`src/design/odd_regs.vh`:
```
// Constants for the output divider and driver configuration slice
`ifndef ODD_REGS_VH
`define ODD_REGS_VH

// Register indexes; byte address is four times the index
`define ODD_IDX_NINTH_DRV 10'h243
`define ODD_IDX_DIV_RATIO 10'h244
`define ODD_IDX_DIV_SRC 10'h245
`define ODD_IDX_TENTH_DRV 10'h246
`define ODD_IDX_DIV_STAT 10'h247

// Reset values
`define ODD_RST_DIV_RATIO 8'h83
`define ODD_RST_DIV_SRC 8'h80
`define ODD_RST_DRV 8'hc1

// Divider register fields
`define ODD_F_RSVD 7
`define ODD_F_PD 6
`define ODD_F_SRC 6
`define ODD_F_VAL_HI 5
`define ODD_F_VAL_LO 0

// Driver register fields
`define ODD_F_SWING 7
`define ODD_F_FMT_HI 6
`define ODD_F_FMT_LO 4
`define ODD_F_POL_HI 3
`define ODD_F_POL_LO 2
`define ODD_F_STR 1
`define ODD_F_EN 0

// Driver format codes
`define ODD_FMT_TRI 3'h0
`define ODD_FMT_HSTL 3'h1
`define ODD_FMT_LVDS 3'h2
`define ODD_FMT_HCSL 3'h3
`define ODD_FMT_CMOS 3'h4
`define ODD_FMT_CMOS_P 3'h5
`define ODD_FMT_CMOS_N 3'h6
`define ODD_FMT_RSVD 3'h7

// AHB transfer type bit that marks an active transfer
`define ODD_HTRANS_ACT 1

`endif

```
`src/design/odd_drv.v`:
```
// One output driver: format, polarity, swing, strength and enable
`timescale 1ns/1ps
`include "odd_regs.vh"

module odd_drv (
  // Clock and reset
  input wire sys_clk,
  input wire srst,
  // Clock to drive and configuration byte
  input wire src_clk,
  input wire [7:0] cfg,
  // Positive leg
  output reg pos_o,
  output reg pos_oe_n,
  // Negative leg
  output reg neg_o,
  output reg neg_oe_n,
  // Analog controls toward the pad cell
  output reg full_swing,
  output reg cmos_low_drive,
  output reg lvds_high_current
);

  wire [2:0] fmt; // Selected format
  wire [1:0] pol; // CMOS polarity code
  wire en; // Driver powered
  wire is_cmos; // Any CMOS format
  wire pos_inv; // Positive leg inverted
  wire neg_inv; // Negative leg inverted

  assign fmt = cfg[`ODD_F_FMT_HI:`ODD_F_FMT_LO];
  assign pol = cfg[`ODD_F_POL_HI:`ODD_F_POL_LO];
  assign en = cfg[`ODD_F_EN];
  assign is_cmos = (fmt == `ODD_FMT_CMOS) || (fmt == `ODD_FMT_CMOS_P) ||
                   (fmt == `ODD_FMT_CMOS_N);
  // Codes 00,10 leave positive straight; 00,01 invert negative
  assign pos_inv = pol[0];
  assign neg_inv = ~pol[1];

  // Legs registered so the pins never glitch on config writes
  always @(posedge sys_clk) begin
    if (srst) begin
      pos_o <= 1'b0;
      neg_o <= 1'b0;
      pos_oe_n <= 1'b1;
      neg_oe_n <= 1'b1;
      full_swing <= 1'b0;
      cmos_low_drive <= 1'b0;
      lvds_high_current <= 1'b0;
    end else begin
      // Powered down or tristate or reserved: both legs released
      pos_o <= 1'b0;
      neg_o <= 1'b0;
      pos_oe_n <= 1'b1;
      neg_oe_n <= 1'b1;
      if (en) begin
        case (fmt)
          `ODD_FMT_HSTL, `ODD_FMT_LVDS, `ODD_FMT_HCSL: begin
            // Differential pair, fixed true and complement
            pos_o <= src_clk;
            neg_o <= ~src_clk;
            pos_oe_n <= 1'b0;
            neg_oe_n <= 1'b0;
          end
          `ODD_FMT_CMOS: begin
            pos_o <= src_clk ^ pos_inv;
            neg_o <= src_clk ^ neg_inv;
            pos_oe_n <= 1'b0;
            neg_oe_n <= 1'b0;
          end
          `ODD_FMT_CMOS_P: begin
            pos_o <= src_clk ^ pos_inv;
            pos_oe_n <= 1'b0;
          end
          `ODD_FMT_CMOS_N: begin
            neg_o <= src_clk ^ neg_inv;
            neg_oe_n <= 1'b0;
          end
          default: begin
            // Tristate and reserved code keep legs released
            pos_oe_n <= 1'b1;
          end
        endcase
      end
      // Swing only meaningful for CMOS formats
      full_swing <= en & is_cmos & cfg[`ODD_F_SWING];
      // Strength only acts on LVDS or full-swing CMOS
      cmos_low_drive <= en & is_cmos & cfg[`ODD_F_SWING] & cfg[`ODD_F_STR];
      lvds_high_current <= en & (fmt == `ODD_FMT_LVDS) & cfg[`ODD_F_STR];
    end
  end

endmodule // odd_drv

```
`src/design/odd_top.v`:
```
// Channel divider and ninth/tenth driver configuration with AHB-Lite slave
`timescale 1ns/1ps
`include "odd_regs.vh"

module odd_top #(
  parameter RATIO_W = 6 // Width of ratio and phase fields
) (
  // Clock and reset
  input wire sys_clk,
  input wire srst,
  // AHB-Lite slave
  input wire hsel,
  input wire [31:0] haddr,
  input wire [1:0] htrans,
  input wire hwrite,
  input wire [2:0] hsize,
  input wire [31:0] hwdata,
  input wire hready,
  output wire hreadyout,
  output wire hresp,
  output reg [31:0] hrdata,
  // Loop one selected reference, asynchronous pin
  input wire loop_one_ref_in,
  // Ninth driver source from same-clock logic
  input wire ninth_src_clk,
  // Ninth output driver pins
  output wire ninth_pos_o,
  output wire ninth_pos_oe_n,
  output wire ninth_neg_o,
  output wire ninth_neg_oe_n,
  output wire ninth_full_swing,
  output wire ninth_cmos_low_drive,
  output wire ninth_lvds_high_current,
  // Tenth output driver pins
  output wire tenth_pos_o,
  output wire tenth_pos_oe_n,
  output wire tenth_neg_o,
  output wire tenth_neg_oe_n,
  output wire tenth_full_swing,
  output wire tenth_cmos_low_drive,
  output wire tenth_lvds_high_current,
  // Channel divider state
  output wire divider_clk_out,
  output wire divider_running
);

  // Divider states
  localparam ST_OFF = 2'h0;
  localparam ST_WAIT = 2'h1;
  localparam ST_RUN = 2'h2;

  // Index match on a word-aligned byte address
  function hit;
    input [11:0] addr;
    input [9:0] idx;
    begin
      hit = (addr == {idx, 2'b00});
    end
  endfunction

  // Any writable register; unmapped and status offsets excluded
  function is_rw;
    input [11:0] addr;
    begin
      is_rw = hit(addr, `ODD_IDX_NINTH_DRV) || hit(addr, `ODD_IDX_DIV_RATIO) ||
              hit(addr, `ODD_IDX_DIV_SRC) || hit(addr, `ODD_IDX_TENTH_DRV);
    end
  endfunction

  // Register storage
  reg [7:0] ninth_drv_q; // Ninth driver config
  reg [7:0] div_ratio_q; // Reserved, power-down, ratio
  reg [7:0] div_src_q; // Reserved, source, phase
  reg [7:0] tenth_drv_q; // Tenth driver config

  // Bus data-phase bookkeeping
  reg wr_pend_q; // Write data due this cycle
  reg [11:0] wr_addr_q; // Address of pending write
  reg [7:0] rd_byte; // Read mux result
  wire bus_act; // Address phase accepted
  wire [7:0] wr_byte; // Low byte of write data

  // Divider state
  reg [1:0] st_q; // Divider state
  reg [1:0] st_d;
  reg [RATIO_W+1:0] cnt_q; // Position within output period
  reg [RATIO_W+1:0] cnt_d;
  reg [RATIO_W-1:0] dly_q; // Remaining phase delay
  reg [RATIO_W-1:0] dly_d;
  reg div_clk_q; // Divided clock
  reg div_clk_d;
  reg restart_q; // Ratio or phase rewritten

  // Reference synchroniser
  reg ref_meta_q; // First stage only feeds second
  reg ref_sync_q; // Safe to use

  wire pd; // Divider power-down
  wire [RATIO_W-1:0] ratio; // Ratio field
  wire [RATIO_W-1:0] phase; // Phase offset field
  wire [RATIO_W:0] half; // Input half periods per half output
  wire [RATIO_W+1:0] period; // Half periods per output period
  wire tenth_src; // Chosen tenth output clock

  // Always zero wait state, always OKAY
  assign hreadyout = 1'b1;
  assign hresp = 1'b0;
  assign bus_act = hsel & hready & htrans[`ODD_HTRANS_ACT];
  assign wr_byte = hwdata[7:0];

  // Capture write address phase; data arrives next cycle
  always @(posedge sys_clk) begin
    if (srst) begin
      wr_pend_q <= 1'b0;
      wr_addr_q <= 12'h000;
    end else begin
      wr_pend_q <= bus_act & hwrite;
      wr_addr_q <= haddr[11:0];
    end
  end

  // Register writes in the data phase
  always @(posedge sys_clk) begin
    if (srst) begin
      // Reset values hold until written
      ninth_drv_q <= `ODD_RST_DRV;
      div_ratio_q <= `ODD_RST_DIV_RATIO;
      div_src_q <= `ODD_RST_DIV_SRC;
      tenth_drv_q <= `ODD_RST_DRV;
      restart_q <= 1'b0;
    end else begin
      restart_q <= 1'b0;
      if (wr_pend_q) begin
        // Reserved top bits stored as written; software keeps them one
        if (hit(wr_addr_q, `ODD_IDX_NINTH_DRV)) begin
          ninth_drv_q <= wr_byte;
        end
        if (hit(wr_addr_q, `ODD_IDX_DIV_RATIO)) begin
          div_ratio_q <= wr_byte;
          restart_q <= 1'b1;
        end
        if (hit(wr_addr_q, `ODD_IDX_DIV_SRC)) begin
          div_src_q <= wr_byte;
          restart_q <= 1'b1;
        end
        if (hit(wr_addr_q, `ODD_IDX_TENTH_DRV)) begin
          tenth_drv_q <= wr_byte;
        end
      end
    end
  end

  // Read mux; forwards a write that lands in the same cycle
  always @* begin
    rd_byte = 8'h00;
    if (hit(haddr[11:0], `ODD_IDX_NINTH_DRV)) begin
      rd_byte = ninth_drv_q;
    end else if (hit(haddr[11:0], `ODD_IDX_DIV_RATIO)) begin
      rd_byte = div_ratio_q;
    end else if (hit(haddr[11:0], `ODD_IDX_DIV_SRC)) begin
      rd_byte = div_src_q;
    end else if (hit(haddr[11:0], `ODD_IDX_TENTH_DRV)) begin
      rd_byte = tenth_drv_q;
    end else if (hit(haddr[11:0], `ODD_IDX_DIV_STAT)) begin
      // Live divider state
      rd_byte = {5'h00, div_clk_q, st_q};
    end
    // Back-to-back write then read of one register; unmapped writes
    // are dropped, so forwarding them would read back a phantom value
    if (wr_pend_q && (wr_addr_q == haddr[11:0]) && is_rw(haddr[11:0])) begin
      rd_byte = wr_byte;
    end
  end

  // Read data registered at address phase, valid in data phase
  always @(posedge sys_clk) begin
    if (srst) begin
      hrdata <= 32'h00000000;
    end else if (bus_act && !hwrite) begin
      // Unmapped addresses read as zero
      hrdata <= {24'h000000, rd_byte};
    end
  end

  // Field extraction
  assign pd = div_ratio_q[`ODD_F_PD];
  assign ratio = div_ratio_q[`ODD_F_VAL_HI:`ODD_F_VAL_LO];
  assign phase = div_src_q[`ODD_F_VAL_HI:`ODD_F_VAL_LO];
  // Each sys_clk cycle stands for one half period of the divider input
  assign half = {1'b0, ratio} + {{RATIO_W{1'b0}}, 1'b1};
  assign period = {half, 1'b0};

  // Divider next state
  always @* begin
    st_d = st_q;
    cnt_d = cnt_q;
    dly_d = dly_q;
    case (st_q)
      ST_OFF: begin
        // Held stopped while powered down
        cnt_d = {(RATIO_W+2){1'b0}};
        if (!pd) begin
          st_d = ST_WAIT;
          dly_d = phase;
        end
      end
      ST_WAIT: begin
        // Static phase: delay start by phase half periods
        if (pd) begin
          st_d = ST_OFF;
        end else if (restart_q) begin
          dly_d = phase;
        end else if (dly_q == {RATIO_W{1'b0}}) begin
          st_d = ST_RUN;
          cnt_d = {(RATIO_W+2){1'b0}};
        end else begin
          dly_d = dly_q - {{(RATIO_W-1){1'b0}}, 1'b1};
        end
      end
      ST_RUN: begin
        if (pd) begin
          st_d = ST_OFF;
        end else if (restart_q) begin
          // Resync so new ratio and phase align cleanly
          st_d = ST_WAIT;
          dly_d = phase;
        end else if (cnt_q >= period - {{(RATIO_W+1){1'b0}}, 1'b1}) begin
          cnt_d = {(RATIO_W+2){1'b0}};
        end else begin
          cnt_d = cnt_q + {{(RATIO_W+1){1'b0}}, 1'b1};
        end
      end
      default: begin
        st_d = ST_OFF;
      end
    endcase
    // High for the first half of the output period
    div_clk_d = (st_d == ST_RUN) && (cnt_d < {1'b0, half});
  end

  // Divider registers
  always @(posedge sys_clk) begin
    if (srst) begin
      st_q <= ST_OFF;
      cnt_q <= {(RATIO_W+2){1'b0}};
      dly_q <= {RATIO_W{1'b0}};
      div_clk_q <= 1'b0;
    end else begin
      st_q <= st_d;
      cnt_q <= cnt_d;
      dly_q <= dly_d;
      div_clk_q <= div_clk_d;
    end
  end

  // Two-stage synchroniser for the asynchronous reference
  always @(posedge sys_clk) begin
    if (srst) begin
      ref_meta_q <= 1'b0;
      ref_sync_q <= 1'b0;
    end else begin
      ref_meta_q <= loop_one_ref_in;
      ref_sync_q <= ref_meta_q;
    end
  end

  // Tenth output source select
  // Reference path lags the divider path by the two synchroniser cycles
  assign tenth_src = div_src_q[`ODD_F_SRC] ? ref_sync_q : div_clk_q;

  assign divider_clk_out = div_clk_q;
  assign divider_running = (st_q == ST_RUN);

  // Ninth output driver
  odd_drv u_ninth (
    .sys_clk(sys_clk),
    .srst(srst),
    .src_clk(ninth_src_clk),
    .cfg(ninth_drv_q),
    .pos_o(ninth_pos_o),
    .pos_oe_n(ninth_pos_oe_n),
    .neg_o(ninth_neg_o),
    .neg_oe_n(ninth_neg_oe_n),
    .full_swing(ninth_full_swing),
    .cmos_low_drive(ninth_cmos_low_drive),
    .lvds_high_current(ninth_lvds_high_current)
  );

  // Tenth output driver
  odd_drv u_tenth (
    .sys_clk(sys_clk),
    .srst(srst),
    .src_clk(tenth_src),
    .cfg(tenth_drv_q),
    .pos_o(tenth_pos_o),
    .pos_oe_n(tenth_pos_oe_n),
    .neg_o(tenth_neg_o),
    .neg_oe_n(tenth_neg_oe_n),
    .full_swing(tenth_full_swing),
    .cmos_low_drive(tenth_cmos_low_drive),
    .lvds_high_current(tenth_lvds_high_current)
  );

endmodule // odd_top

```
`config.mk`:
```
export PLATFORM = sky130hd
export DESIGN_NAME = odd_top
export DESIGN_NICKNAME = d
export VERILOG_FILES = /design/src/design/odd_drv.v /design/src/design/odd_top.v
export VERILOG_INCLUDE_DIRS = /design/src /design/src/design
export SDC_FILE = /design/constraint.sdc
export NUM_CORES = 1
export LEC_CHECK = 0
export BUFFER_PORTS_ARGS = -buffer_cell sky130_fd_sc_hd__buf_2
export CORE_AREA = 3 3 101 103
export DETAILED_ROUTE_END_ITERATION = 8
export DIE_AREA = 0 0 104 106
export PLACE_DENSITY = 0.79
export SYNTH_ARGS = -nofsm -noshare
export SYNTH_HDL_FRONTEND = slang
export SYNTH_SLANG_ARGS = --single-unit
```
`constraint.sdc`:
```
create_clock -name sys_clk -period 6.8 [get_ports sys_clk]
set_input_delay 0.68 -clock sys_clk [delete_from_list [all_inputs] [get_ports sys_clk]]
set_output_delay 0.68 -clock sys_clk [all_outputs]
set_load 0.05 [all_outputs]
```
Word level (Yosys, flattened, before mapping)
Index checks and enable logic that the tools add are counted.

Add/sub/neg operators: 4. Magnitude comparators: 2. Equality and inequality tests: 30. Muxes and demuxes: 38. Bitwise logic cells: 24. Reduce and logical (&&, ||, !) cells: 33.

Operator list (count): $eq 12x12->1 const B (9); $mux 8 (11); $mux 6 (6); $pmux 8 s3 (1); $reduce_or 5->1 (4); $eq 3x3->1 const B (6); $pmux 6 s3 (1); $reduce_or 2->1 (7); $and 1x1->1 (13); $eq 12x12->1 (1); $eq 3x2->1 const B (4); $mux 2 (6); $add 8x1->8 const B (1); $ge 8x8->1 (1); $lt 8x7->1 (1); $pmux 1 s2 (4); $reduce_and 2->1 (4); $sub 8x1->8 const B (1); $add 6x1->7 const B (1); $logic_or 1x1->1 (7); $mux 1 (7); $not 1->1 (7); $eq 3x1->1 const B (2); $logic_not 6->1 (1); 15 further kinds (25).

Register bits after elaboration: 87. Bits of input ports: 76. Output and inout bits: 50.

Logic depth before layout (Yosys ltp)
Gate-level depths: netlist of run 1.

Word-level depth: 9. Mapped depth: 17. Depth with buffers taken out: 17.

Cells and area by module
Synthesis of run 1 repeated with hierarchy kept, for this count alone.

Cells, all modules: 555. Area total of the unflattened synthesis: 4807.1 µm².

Modules (own cells, without submodules): odd_top (times used 1, cells an instance 499, area an instance 4231.6 µm², sequential area each 1461.4 µm²); odd_drv (times used 2, cells an instance 28, area an instance 287.8 µm², sequential area each 140.1 µm²).

Worst setup path before layout of run 1
Ideal clock, no wire load.

Path kind: reg-to-reg. Start point: register div_ratio_q[0]. End point: register div_clk_q (netlist: divider_clk_out). Library setup time: 0.061 ns. Arrival: 3.570 ns. Required time: 6.739 ns. Slack: 3.169 ns. Cell stages (with the launch flop): 17. Clock period less this slack: 3.631 ns. Cells stage by stage: dfxtp_1 -> ha_1 -> xnor2_1 -> and3_1 -> nand3_1 -> xnor2_1 -> ha_1 -> a21o_1 -> a21oi_1 -> a31oi_1 -> o32ai_1 -> ha_1 -> a211oi_1 -> nand2_1 -> o211ai_1 -> a41oi_1 -> and4bb_1.

Longest elaborated chain between the ends: 9.

RTL lines: from (decl) (RTL line odd_top.v:72) `reg [7:0] div_ratio_q;`; from (signal assigned) (RTL line odd_top.v:127) `` div_ratio_q <= `ODD_RST_DIV_RATIO; ``; from (signal assigned) (RTL line odd_top.v:139) `div_ratio_q <= wr_byte;`; $add 6x1->7 (RTL line odd_top.v:190) `assign half = {1'b0, ratio} + {{RATIO_W{1'b0}}, 1'b1};`; $sub 8x1->8 (RTL line odd_top.v:227) `end else if (cnt_q >= period - {{(RATIO_W+1){1'b0}}, 1'b1}) begin`; $ge 8x8->1 (RTL line odd_top.v:227); $mux 8 (RTL line odd_top.v:227); $mux 8 (RTL line odd_top.v:223) `end else if (restart_q) begin`; $mux 8 (RTL line odd_top.v:221) `if (pd) begin`; $pmux 8 s3 (RTL line odd_top.v:198) `case (st_q)`; net cnt_d[5] (RTL line odd_top.v:87) `reg [RATIO_W+1:0] cnt_d;`; $lt 8x7->1 (RTL line odd_top.v:238) `div_clk_d = (st_d == ST_RUN) && (cnt_d < {1'b0, half});`; $logic_and 1x1->1 (RTL line odd_top.v:238); to (signal assigned) (RTL line odd_top.v:252) `div_clk_q <= div_clk_d;`; to (decl) (RTL line odd_top.v:90) `reg div_clk_q;`.

The timed path passes the listed nets, and every way through them passes these cells. A chain may end at the register's enable or synchronous reset.

Worst setup path in the final report of run 1
Same ends and word-level chain as after synthesis.

==> results of run 1 <==
==> final cells by class <==
type	instances	area, sq um
Sequential cell	87	1740
Tap cell	129	161
Fill cell	867	4240
Clock buffer	9	124
Multi-Input combinational cell	396	2600
Clock inverter	6	92.6
Timing Repair Buffer	53	270
Inverter	13	48.8
==> layout by cell type, fill, tap and decap left out, types with 4 or more instances in the layout <==
cell type,count
a211o_1,6
a211oi_1,4
clkbuf_8,9
nand2_1,53
and2_1,4
nor2b_1,25
mux2i_1,28
a21oi_1,15
mux2_1,5
o21ai_1,21
a31oi_1,7
ha_1,18
xor2_1,6
a22o_1,10
buf_2,51
nor2_1,42
nand3_1,16
conb_1,26
nand4_1,6
xnor2_1,19
o21ai_0,17
nor4_1,4
inv_1,13
dfxtp_1,87
or4_1,5
nor3_1,6
==> worst register-to-register path, cell delays in order, from the launching register on <==
cell      delay, ns
dfxtp_1        0.50
ha_1           0.26
nand3_1        0.13
xor2_1         0.35
nand3_1        0.15
xnor2_1        0.16
ha_1           0.32
a21o_1         0.19
a21oi_1        0.33
a31oi_1        0.32
o32ai_1        0.41
ha_1           0.31
a211oi_1       0.29
nand2_1        0.09
o211ai_1       0.12
a41oi_1        0.08
and4bb_1       0.30
==> cell families (layout without fill, tap and decap cells) <==
kind of cell | Yosys count | after routing | share of synthesized area
buffers and inverters | 66 | 81 | 0.0808
other | 2 | 26 | 0.00162
muxes | 36 | 36 | 0.0873
AOI/OAI and AO/OA | 103 | 103 | 0.147
adders and majority gates | 18 | 18 | 0.0486
DFF | 87 | 87 | 0.376
xor gates and xnor gates | 25 | 25 | 0.0473
and+or+nand+nor | 188 | 188 | 0.211
==> registers in the layout, indices dropped and copies added (netlist names), 2 cells and up <==
signal	cells
dly_q	6
cnt_q	8
hrdata	8
wr_addr_q	12
div_ratio_q	8
div_src_q	8
tenth_drv_q	8
ninth_drv_q	8
st_q	2
==> metrics by stage <==
step / worst slack [ns] / util / std cells / total power [mW]
global route: 2.08 / 0.543 / 693 / 1.44
CTS: 2.44 / 0.543 / 693 / 1.36
floorplan: 3.17 / - / 549 / 0.901
global placement: 2.62 / 0.520 / 678 / 0.950
finish: 2.45 / 0.543 / 693 / 1.36
detailed placement: 2.47 / 0.520 / 678 / 0.965
==> power by group through the flow <==
stage / Clock, mW / Sequential (mW) / Combinational [mW]
floorplan: 0 / 0.604 / 0.297
global placement: 0 / 0.596 / 0.354
detailed placement: 0 / 0.598 / 0.367
CTS: 0.404 / 0.586 / 0.369
global route: 0.429 / 0.593 / 0.413
finish: 0.401 / 0.587 / 0.370
==> per-layer routing <==
layer / vias up / part of all wire
met4: 0 / 0.027
met3: 32 / 0.065
met1: 1816 / 0.42
met5: - / 0
met2: 144 / 0.48
li1: 1862 / -
==> worst paths after layout <==
check,startpoint,endpoint,slack [ns]
min,ref_meta_q,ref_sync_q,0.44
min reg2reg,ref_meta_q,ref_sync_q,0.44
max,div_ratio_q[0],divider_clk_out,2.45
max reg2reg,div_ratio_q[0],divider_clk_out,2.45
==> metrics.txt, run 1 <==
outcome finished, final reports clean; final hold viol count 0; Slew @ Worst Pin 0.922 ns; RSZ-0062 raised after global routing false; Internal Power ~0.88 mW; post-cts repair resize count 0; Global Route met2 Usage 0.332; postcts setup bufs 0; worst hold path type flip-flop to flip-flop; Max VDD drop between 0.15 and 0.2 mV; largest net degree at the start of global routing 66; Synth Instances roughly 530; Starting DRT DRC Count between 200 and 300; layout cells sized above 1 0.144; Worst path depth 16; ys async rst share 0; global route overflow 0; clk sinks 87; Initial Util 0.499; antenna-violating nets left 0; CP bufs+invs 0; ANT cells 0; CTS tree done; I/O Pins roughly 130; critical-path maximum fanout 9; Switching Fraction 0.353; Comb power frac 0.272; antenna violations before repair 0; Commonest cells post-synth 87 x dfxtp_1, 53 x nand2_1, 42 x nor2_1, 28 x buf_4, 28 x mux2i_1; Via density 5.56; worst clock skew around 0.011 ns; hold path depth 1; synth unique cells 63; mapped cell area 0.00463 sq mm; Placement Cell Area roughly 0.0048 sq mm; post-synth top area cell dfxtp_1; clock root cell clkbuf_8; Synth warnings 0; design area 0.00504 sq mm; switching pwr roughly 0.48 mW; Clock power frac 0.295; Std-Cell Rows 35; Critical Path Sink Type flip-flop; Total Routing Usage GR 0.197; Max-slew headroom 0.383; Seq pwr share 0.432; CORE AREA roughly 0.0093 sq mm; number of hold buffers added after CTS 0; Setup CP Type flip-flop to flip-flop; Placer Congestion slightly above 0.9; Leak approximately 2.1 nW; crit-path cells ha_1 > nand3_1 > xor2_1 > nand3_1 > xnor2_1 > ha_1 > a21o_1 > a21oi_1 > a31oi_1 > o32ai_1 > ha_1 > a211oi_1 > nand2_1 > o211ai_1 > a41oi_1 > and4bb_1; DRT Pass-1 Iters 5; Post-Route WL around 11,000 um; R2R cell count 16; Clk Latency, worst-skew pair around 0.36 ns; Worst EP arrival roughly 4.7 ns; Synth Register Bits 87; max-cap violation count 0; drt drc 0; CTS Buf Count 9; GRT Max-Usage Layer met2; drt wl/cell roughly 15 um; Die W 104 um; port bufs 51; WHS around 0.44 ns; Worst EP required 7.11 ns; sequential area share after synthesis 0.376; placed wire-length estimate slightly below 8000 um; Post-synth EDFFs 0; Final nets roughly 650; Syn Area/Cell 8.82 sq um; synthesis-to-layout area growth 8.92%; top cells by area, synth dfxtp_1 38%, mux2i_1 6.1%, ha_1 4.9%; Crit path max-delay family compound AO/OA/AOI/OAI gates; power per standard cell area 269 mW/mm^2; Die Ht between 100 and 150 um; Primary FF master, synth dfxtp_1; htree depth 3; Final period util 0.640; Clock Tree Buf Depth 2; # setup viols final 0; Synth top area share 0.376; count leader, synth dfxtp_1; Slew Limit Fails 0; total number of vias approximately 3,900; met1 Usage GRT 0.258; min Tclk post-route approximately 4.4 ns; peak per-stage delay on the critical path ~0.5 ns; vias in the first global route 3,678; FMAX 230 MHz; TNS Setup 0 ns; Most common cell on crit path ha_1; first-pass GRT wire length 17,800 um; clock slew at reported path FFs 0.09 ns; CP startpoint kind flip-flop; M3 GR Usage 0.0273; Crit-path slowest cell dfxtp_1; die area ~0.011 sq mm
Note: power is estimated with default switching activity, not from simulation.
==> inputs of run 2 (changes only) <==
- CORE_AREA: 3 3 101 103 -> 3 3 103 105
- DIE_AREA: 0 0 104 106 -> 0 0 106 108
- clock period: 6.8 -> 3.58 ns (I/O delays scaled with it)
==> run 2 against run 1 <==
Effect of this change:
- sequential cell count unchanged
- setup slack worse by 2.4 ns
- routed wire length up 5.1%
- largest power group unchanged
- via count up 1.5%
- sequential power up 91%
- count of clock-buffer cells in the layout up 1
- clock power up 69%
==> metrics.txt, run 2 (synthesized netlist as in run 1, its figures left out) <==
outcome finished, final reports clean; hold path depth 2; htree depth 3; Comb power frac 0.302; Post-Place Setup Slack -0.129 ns; WHS approximately 0.21 ns; Final period util 0.974; final hold viol count 0; Crit-path slowest cell or3_1; antenna violations before repair 0; Starting DRT DRC Count roughly 330; Worst R2R End divider_clk_out; drt drc 0; power per standard cell area between 400 and 500 mW/mm^2; Post-Route WL 11,300 um; # setup viols final 0; FMAX about 290 MHz; Worst EP arrival ~3.8 ns; Max-slew headroom 0.379; R2R cell count 16; Final nets between 600 and 700; reg-to-reg setup timing slack slightly above 0.09 ns; CTS Buf Count 9; reg-to-reg startpoint div_ratio_q[0]; Worst Slack Setup Final ~0.09 ns; CP bufs+invs 3; max-cap violation count 0; Via density 5.45; total number of vias between 3,000 and 4,000; Hold Path Sink ref_meta_q; antenna-violating nets left 0; ANT cells 0; Slew Limit Fails 0; Std-Cell Rows 36; first-pass GRT wire length between 15,000 and 20,000 um; switching pwr 0.976 mW; Seq pwr share 0.434; Top reg by flops wr_addr_q; Leak 2.20 nW; Clock Tree Buf Depth 2; Critical Path Sink Type flip-flop; die area approximately 0.011 sq mm; worst clock skew about 0.011 ns; I/O Pins between 100 and 150; Initial Util 0.476; Internal Power between 1.5 and 2 mW; Slew @ Worst Pin between 0.9 and 1 ns; DRT Pass-1 Iters 5; layout cells sized above 1 0.221; Max VDD drop 0.214 mV; Total Routing Usage GR 0.195; largest net degree at the start of global routing 41; Clock power frac 0.263; Worst EP required around 3.8 ns; Switching Fraction 0.379; clock root cell clkbuf_8; Most common cell on crit path buf_4; fillers 860; most common cell after layout, fill and taps aside dfxtp_1; global route overflow 0; overall power roughly 2.6 mW; critical-path maximum fanout 6; Die W about 110 um; hold_sp loop_one_ref_in; min Tclk post-route between 3 and 4 ns; Die Ht ~110 um; Placer Congestion around 0.94; worst hold path type input pin to flip-flop; clk sinks just under 90; drt wl/cell about 16 um; CORE AREA 0.00973 sq mm; placed wire-length estimate between 8000 and 9000 um; TNS Setup 0 ns; Crit path max-delay family compound AO/OA/AOI/OAI gates; CTS tree done; CP startpoint kind flip-flop; commonest non-fill, non-tap cells in the layout 84 x dfxtp_1, 53 x nand2_1, 51 x buf_2; number of hold buffers added after CTS 0; peak per-stage delay on the critical path around 0.36 ns; Clk Latency, worst-skew pair between 0.3 and 0.4 ns; Final Util 0.552; synthesis-to-layout area growth 16.0%; Setup CP Type flip-flop to flip-flop; max reg flops 12; port bufs roughly 50; vias in the first global route around 3,800; crit-path cells buf_4 > buf_4 > ha_2 > xor2_1 > ha_1 > a21oi_2 > o22ai_2 > o2111ai_4 > a31oi_4 > buf_4 > or3_1 > o21ai_2 > ha_1 > o211ai_1 > a41oi_1 > and4bb_1; clock slew at reported path FFs 0.10 ns
==> run 2: per-layer routing <==
layer,track usage,part of all wire
met5,0,0
met4,0.0675,0.031
met3,0.0299,0.043
met2,0.350,0.50
met1,0.239,0.43
==> run 2: layout make-up <==
class / count / area (sq um) / share of cell area
clock buffers: 10 / 138 / 0.0256
clock inverters: 6 / 51.3 / 0.00955
inverters: 13 / 48.8 / 0.00909
multi-input cells: 396 / 2790 / 0.519
flip-flops and latches: 87 / 1750 / 0.325
well taps: 133 / 166 / 0.0310
repair buffers: 73 / 432 / 0.0804
==> run 2: metrics by stage <==
stage / instance area, sq um / instances
final: 5370 / 718
after floorplan: 4740 / 549
after global placement: 4990 / 700
after global routing: 5370 / 718
after detailed placement: 4990 / 700
after CTS: 5200 / 716
==> run 2: worst max path at each step <==
stage	from	to	slack [ns]	depth (start not counted)
after floorplan	div_ratio_q[0]	divider_clk_out	0.02	16
after global placement	div_ratio_q[0]	divider_clk_out	0.002	16
after detailed placement	div_ratio_q[2]	divider_clk_out	-0.13	16
after CTS	div_ratio_q[0]	divider_clk_out	0.008	18
after global routing	div_ratio_q[0]	divider_clk_out	-0.07	18
final	div_ratio_q[0]	divider_clk_out	0.09	16
==> run 2: repair_timing <==
item	4_1_cts	5_1_grt
setup buffers	0	2
pin swaps	1	20
gates resized for setup	5	33
setup endpoints to repair	1	1
==> run 2: power groups by stage <==
stage	logic, mW	clock network, mW	registers (mW)
CTS	0.753	0.690	1.11
detailed placement	0.743	0	1.14
global placement	0.713	0	1.13
floorplan	0.566	0	1.15
finish	0.779	0.679	1.12
global route	0.859	0.734	1.13
==> inputs of run 3 (changes only) <==
- CORE_AREA: 3 3 103 105 -> 4 4 104 106
- DIE_AREA: 0 0 106 108 -> 0 0 108 110
- PLACE_DENSITY: 0.79 -> 0.82
- SETUP_SLACK_MARGIN: not set -> 0.3
==> run 3 against run 2 <==
Effect of this change:
- utilization decreased by 0.82 points
- clock skew about the same
- register-to-register slack got worse by 0.03 ns
- non-clock buffer count decreased by 5
- design area decreased by 1.0%
- largest power group unchanged
==> metrics.txt, run 3 (synthesized netlist as in run 1, its figures left out) <==
outcome finished, final reports clean; largest net degree at the start of global routing 40; worst hold path type input pin to flip-flop; power per standard cell area 491 mW/mm^2; Final nets approximately 670; placed wire-length estimate 8100 um; Top reg by flops wr_addr_q; Placer Congestion 0.920; vias in the first global route 3,897; Crit-path slowest cell dfxtp_4; Slew Limit Fails 0; layout cells sized above 1 0.207; Die W 108 um; drt wl/cell between 15 and 20 um; critical-path maximum fanout 5; max-cap violation count 0; clock root cell clkbuf_8; final hold viol count 0; Switching Fraction 0.369; drt drc 0; Leak roughly 2.2 nW; Worst EP required 3.88 ns; CTS Buf Count 9; RSZ-0062 raised after global routing true; Clock Tree Buf Depth 2; design area between 0.005 and 0.006 sq mm; placed cells 684; Initial Util 0.474; Final Util 0.544; antenna violations before repair 0; first-pass GRT wire length 18,700 um; Clock power frac 0.271; I/O Pins around 130; WHS roughly 0.21 ns; Comb power frac 0.302; Worst EP arrival 3.81 ns; most common cell after layout, fill and taps aside dfxtp_1; CTS tree done; die area 0.0119 sq mm; # setup viols final 0; crit-path cells ha_4 > inv_2 > and3_4 > xor2_1 > ha_1 > nand3_1 > o22ai_2 > o2111ai_4 > a31oi_4 > buf_4 > o32ai_2 > ha_1 > a211oi_2 > nand2_1 > o211ai_1 > a41oi_1 > and4bb_1; Slew @ Worst Pin between 0.9 and 1 ns; CP bufs+invs 2; fillers 898; CORE AREA 0.00977 sq mm; Clk Latency, worst-skew pair between 0.3 and 0.4 ns; Die Ht 110 um; global route overflow 0; Internal Power 1.65 mW; Most common cell on crit path ha_1; fin cells 712; Placement Cell Area just under 0.005 sq mm; Crit path max-delay family compound AO/OA/AOI/OAI gates; CP startpoint kind flip-flop; Via density 5.50; Max VDD drop approximately 0.31 mV; min Tclk post-route 3.52 ns; FMAX between 200 and 300 MHz; peak per-stage delay on the critical path between 0.3 and 0.4 ns; Total Routing Usage GR 0.198; total number of vias 3,915; worst clock skew 0.0110 ns; switching pwr a little under 1 mW; port bufs 51; Std-Cell Rows 36; clk sinks between 80 and 90; Setup CP Type flip-flop to flip-flop; htree depth 3; synthesis-to-layout area growth 14.8%; commonest non-fill, non-tap cells in the layout 83 x dfxtp_1, 53 x nand2_1, 51 x buf_2; Max-slew headroom 0.380; antenna-violating nets left 0; clock slew at reported path FFs roughly 0.09 ns; Post-Route WL between 10,000 and 15,000 um; DRT Pass-1 Iters 5; ANT cells 0; max reg flops 12; Seq pwr share 0.427; Starting DRT DRC Count about 270; Final period util 0.982; Critical Path Sink Type flip-flop
[run 3: power groups by stage]
stage,Clock (mW),Combinational [mW],Sequential [mW]
floorplan,0,0.585,1.15
global placement,0,0.695,1.13
detailed placement,0,0.718,1.14
CTS,0.719,0.772,1.11
global route,0.763,0.852,1.13
finish,0.707,0.789,1.12
[run 3: worst reg2reg max path: stages, from the launching register on]
cell and delay [ns]:
dfxtp_4 0.38, ha_4 0.27, inv_2 0.04, and3_4 0.17
xor2_1 0.17, ha_1 0.31, nand3_1 0.09, o22ai_2 0.19
o2111ai_4 0.19, a31oi_4 0.32, buf_4 0.18, o32ai_2 0.08
ha_1 0.23, a211oi_2 0.27, nand2_1 0.11, o211ai_1 0.13
a41oi_1 0.06, and4bb_1 0.27
[run 3: final timing paths]
path              startpoint         endpoint  slack [ns]  cells past startpoint
max           div_ratio_q[1]  divider_clk_out        0.06                     17
min          loop_one_ref_in       ref_meta_q        0.21                      2
max reg2reg   div_ratio_q[1]  divider_clk_out        0.06                     17
min reg2reg       ref_meta_q       ref_sync_q        0.45                      1
[run 3: final cells by class]
class	count	area [sq um]	share of cell area
clock buffer	9	124	0.0233
clock inverter	6	73.8	0.0139
inverter	13	48.8	0.00918
multi-input combinational	396	2770	0.520
sequential	87	1750	0.330
tap	133	166	0.0313
timing repair buffer	68	383	0.0720
[run 3: stage by stage]
stage	setup TNS [ns]	worst slack (ns)	total power [mW]
after detailed placement	-0.0954	-0.0954	1.85
final	0	0.0639	2.61
after floorplan	0	0.314	1.73
after global placement	0	0.0766	1.83
after CTS	0	0.137	2.60
after global routing	-0.136	-0.136	2.74
[run 3: routing by layer]
layer / GRT usage / up-vias / share of wire
li1: - / 1891 / -
met1: 0.234 / 1843 / 0.40
met2: 0.349 / 153 / 0.50
met3: 0.0472 / 28 / 0.067
met4: 0.0766 / 0 / 0.028
met5: 0 / - / 0
[run 3: what timing repair did]
item / in CTS / in global routing
endpoints found under the setup margin: 1 / 1
gates cloned: 0 / 0
setup buffers: 11 / 2
gates resized for setup: 19 / 3
hold buffers: 0 / 0
pin swaps: 22 / 7
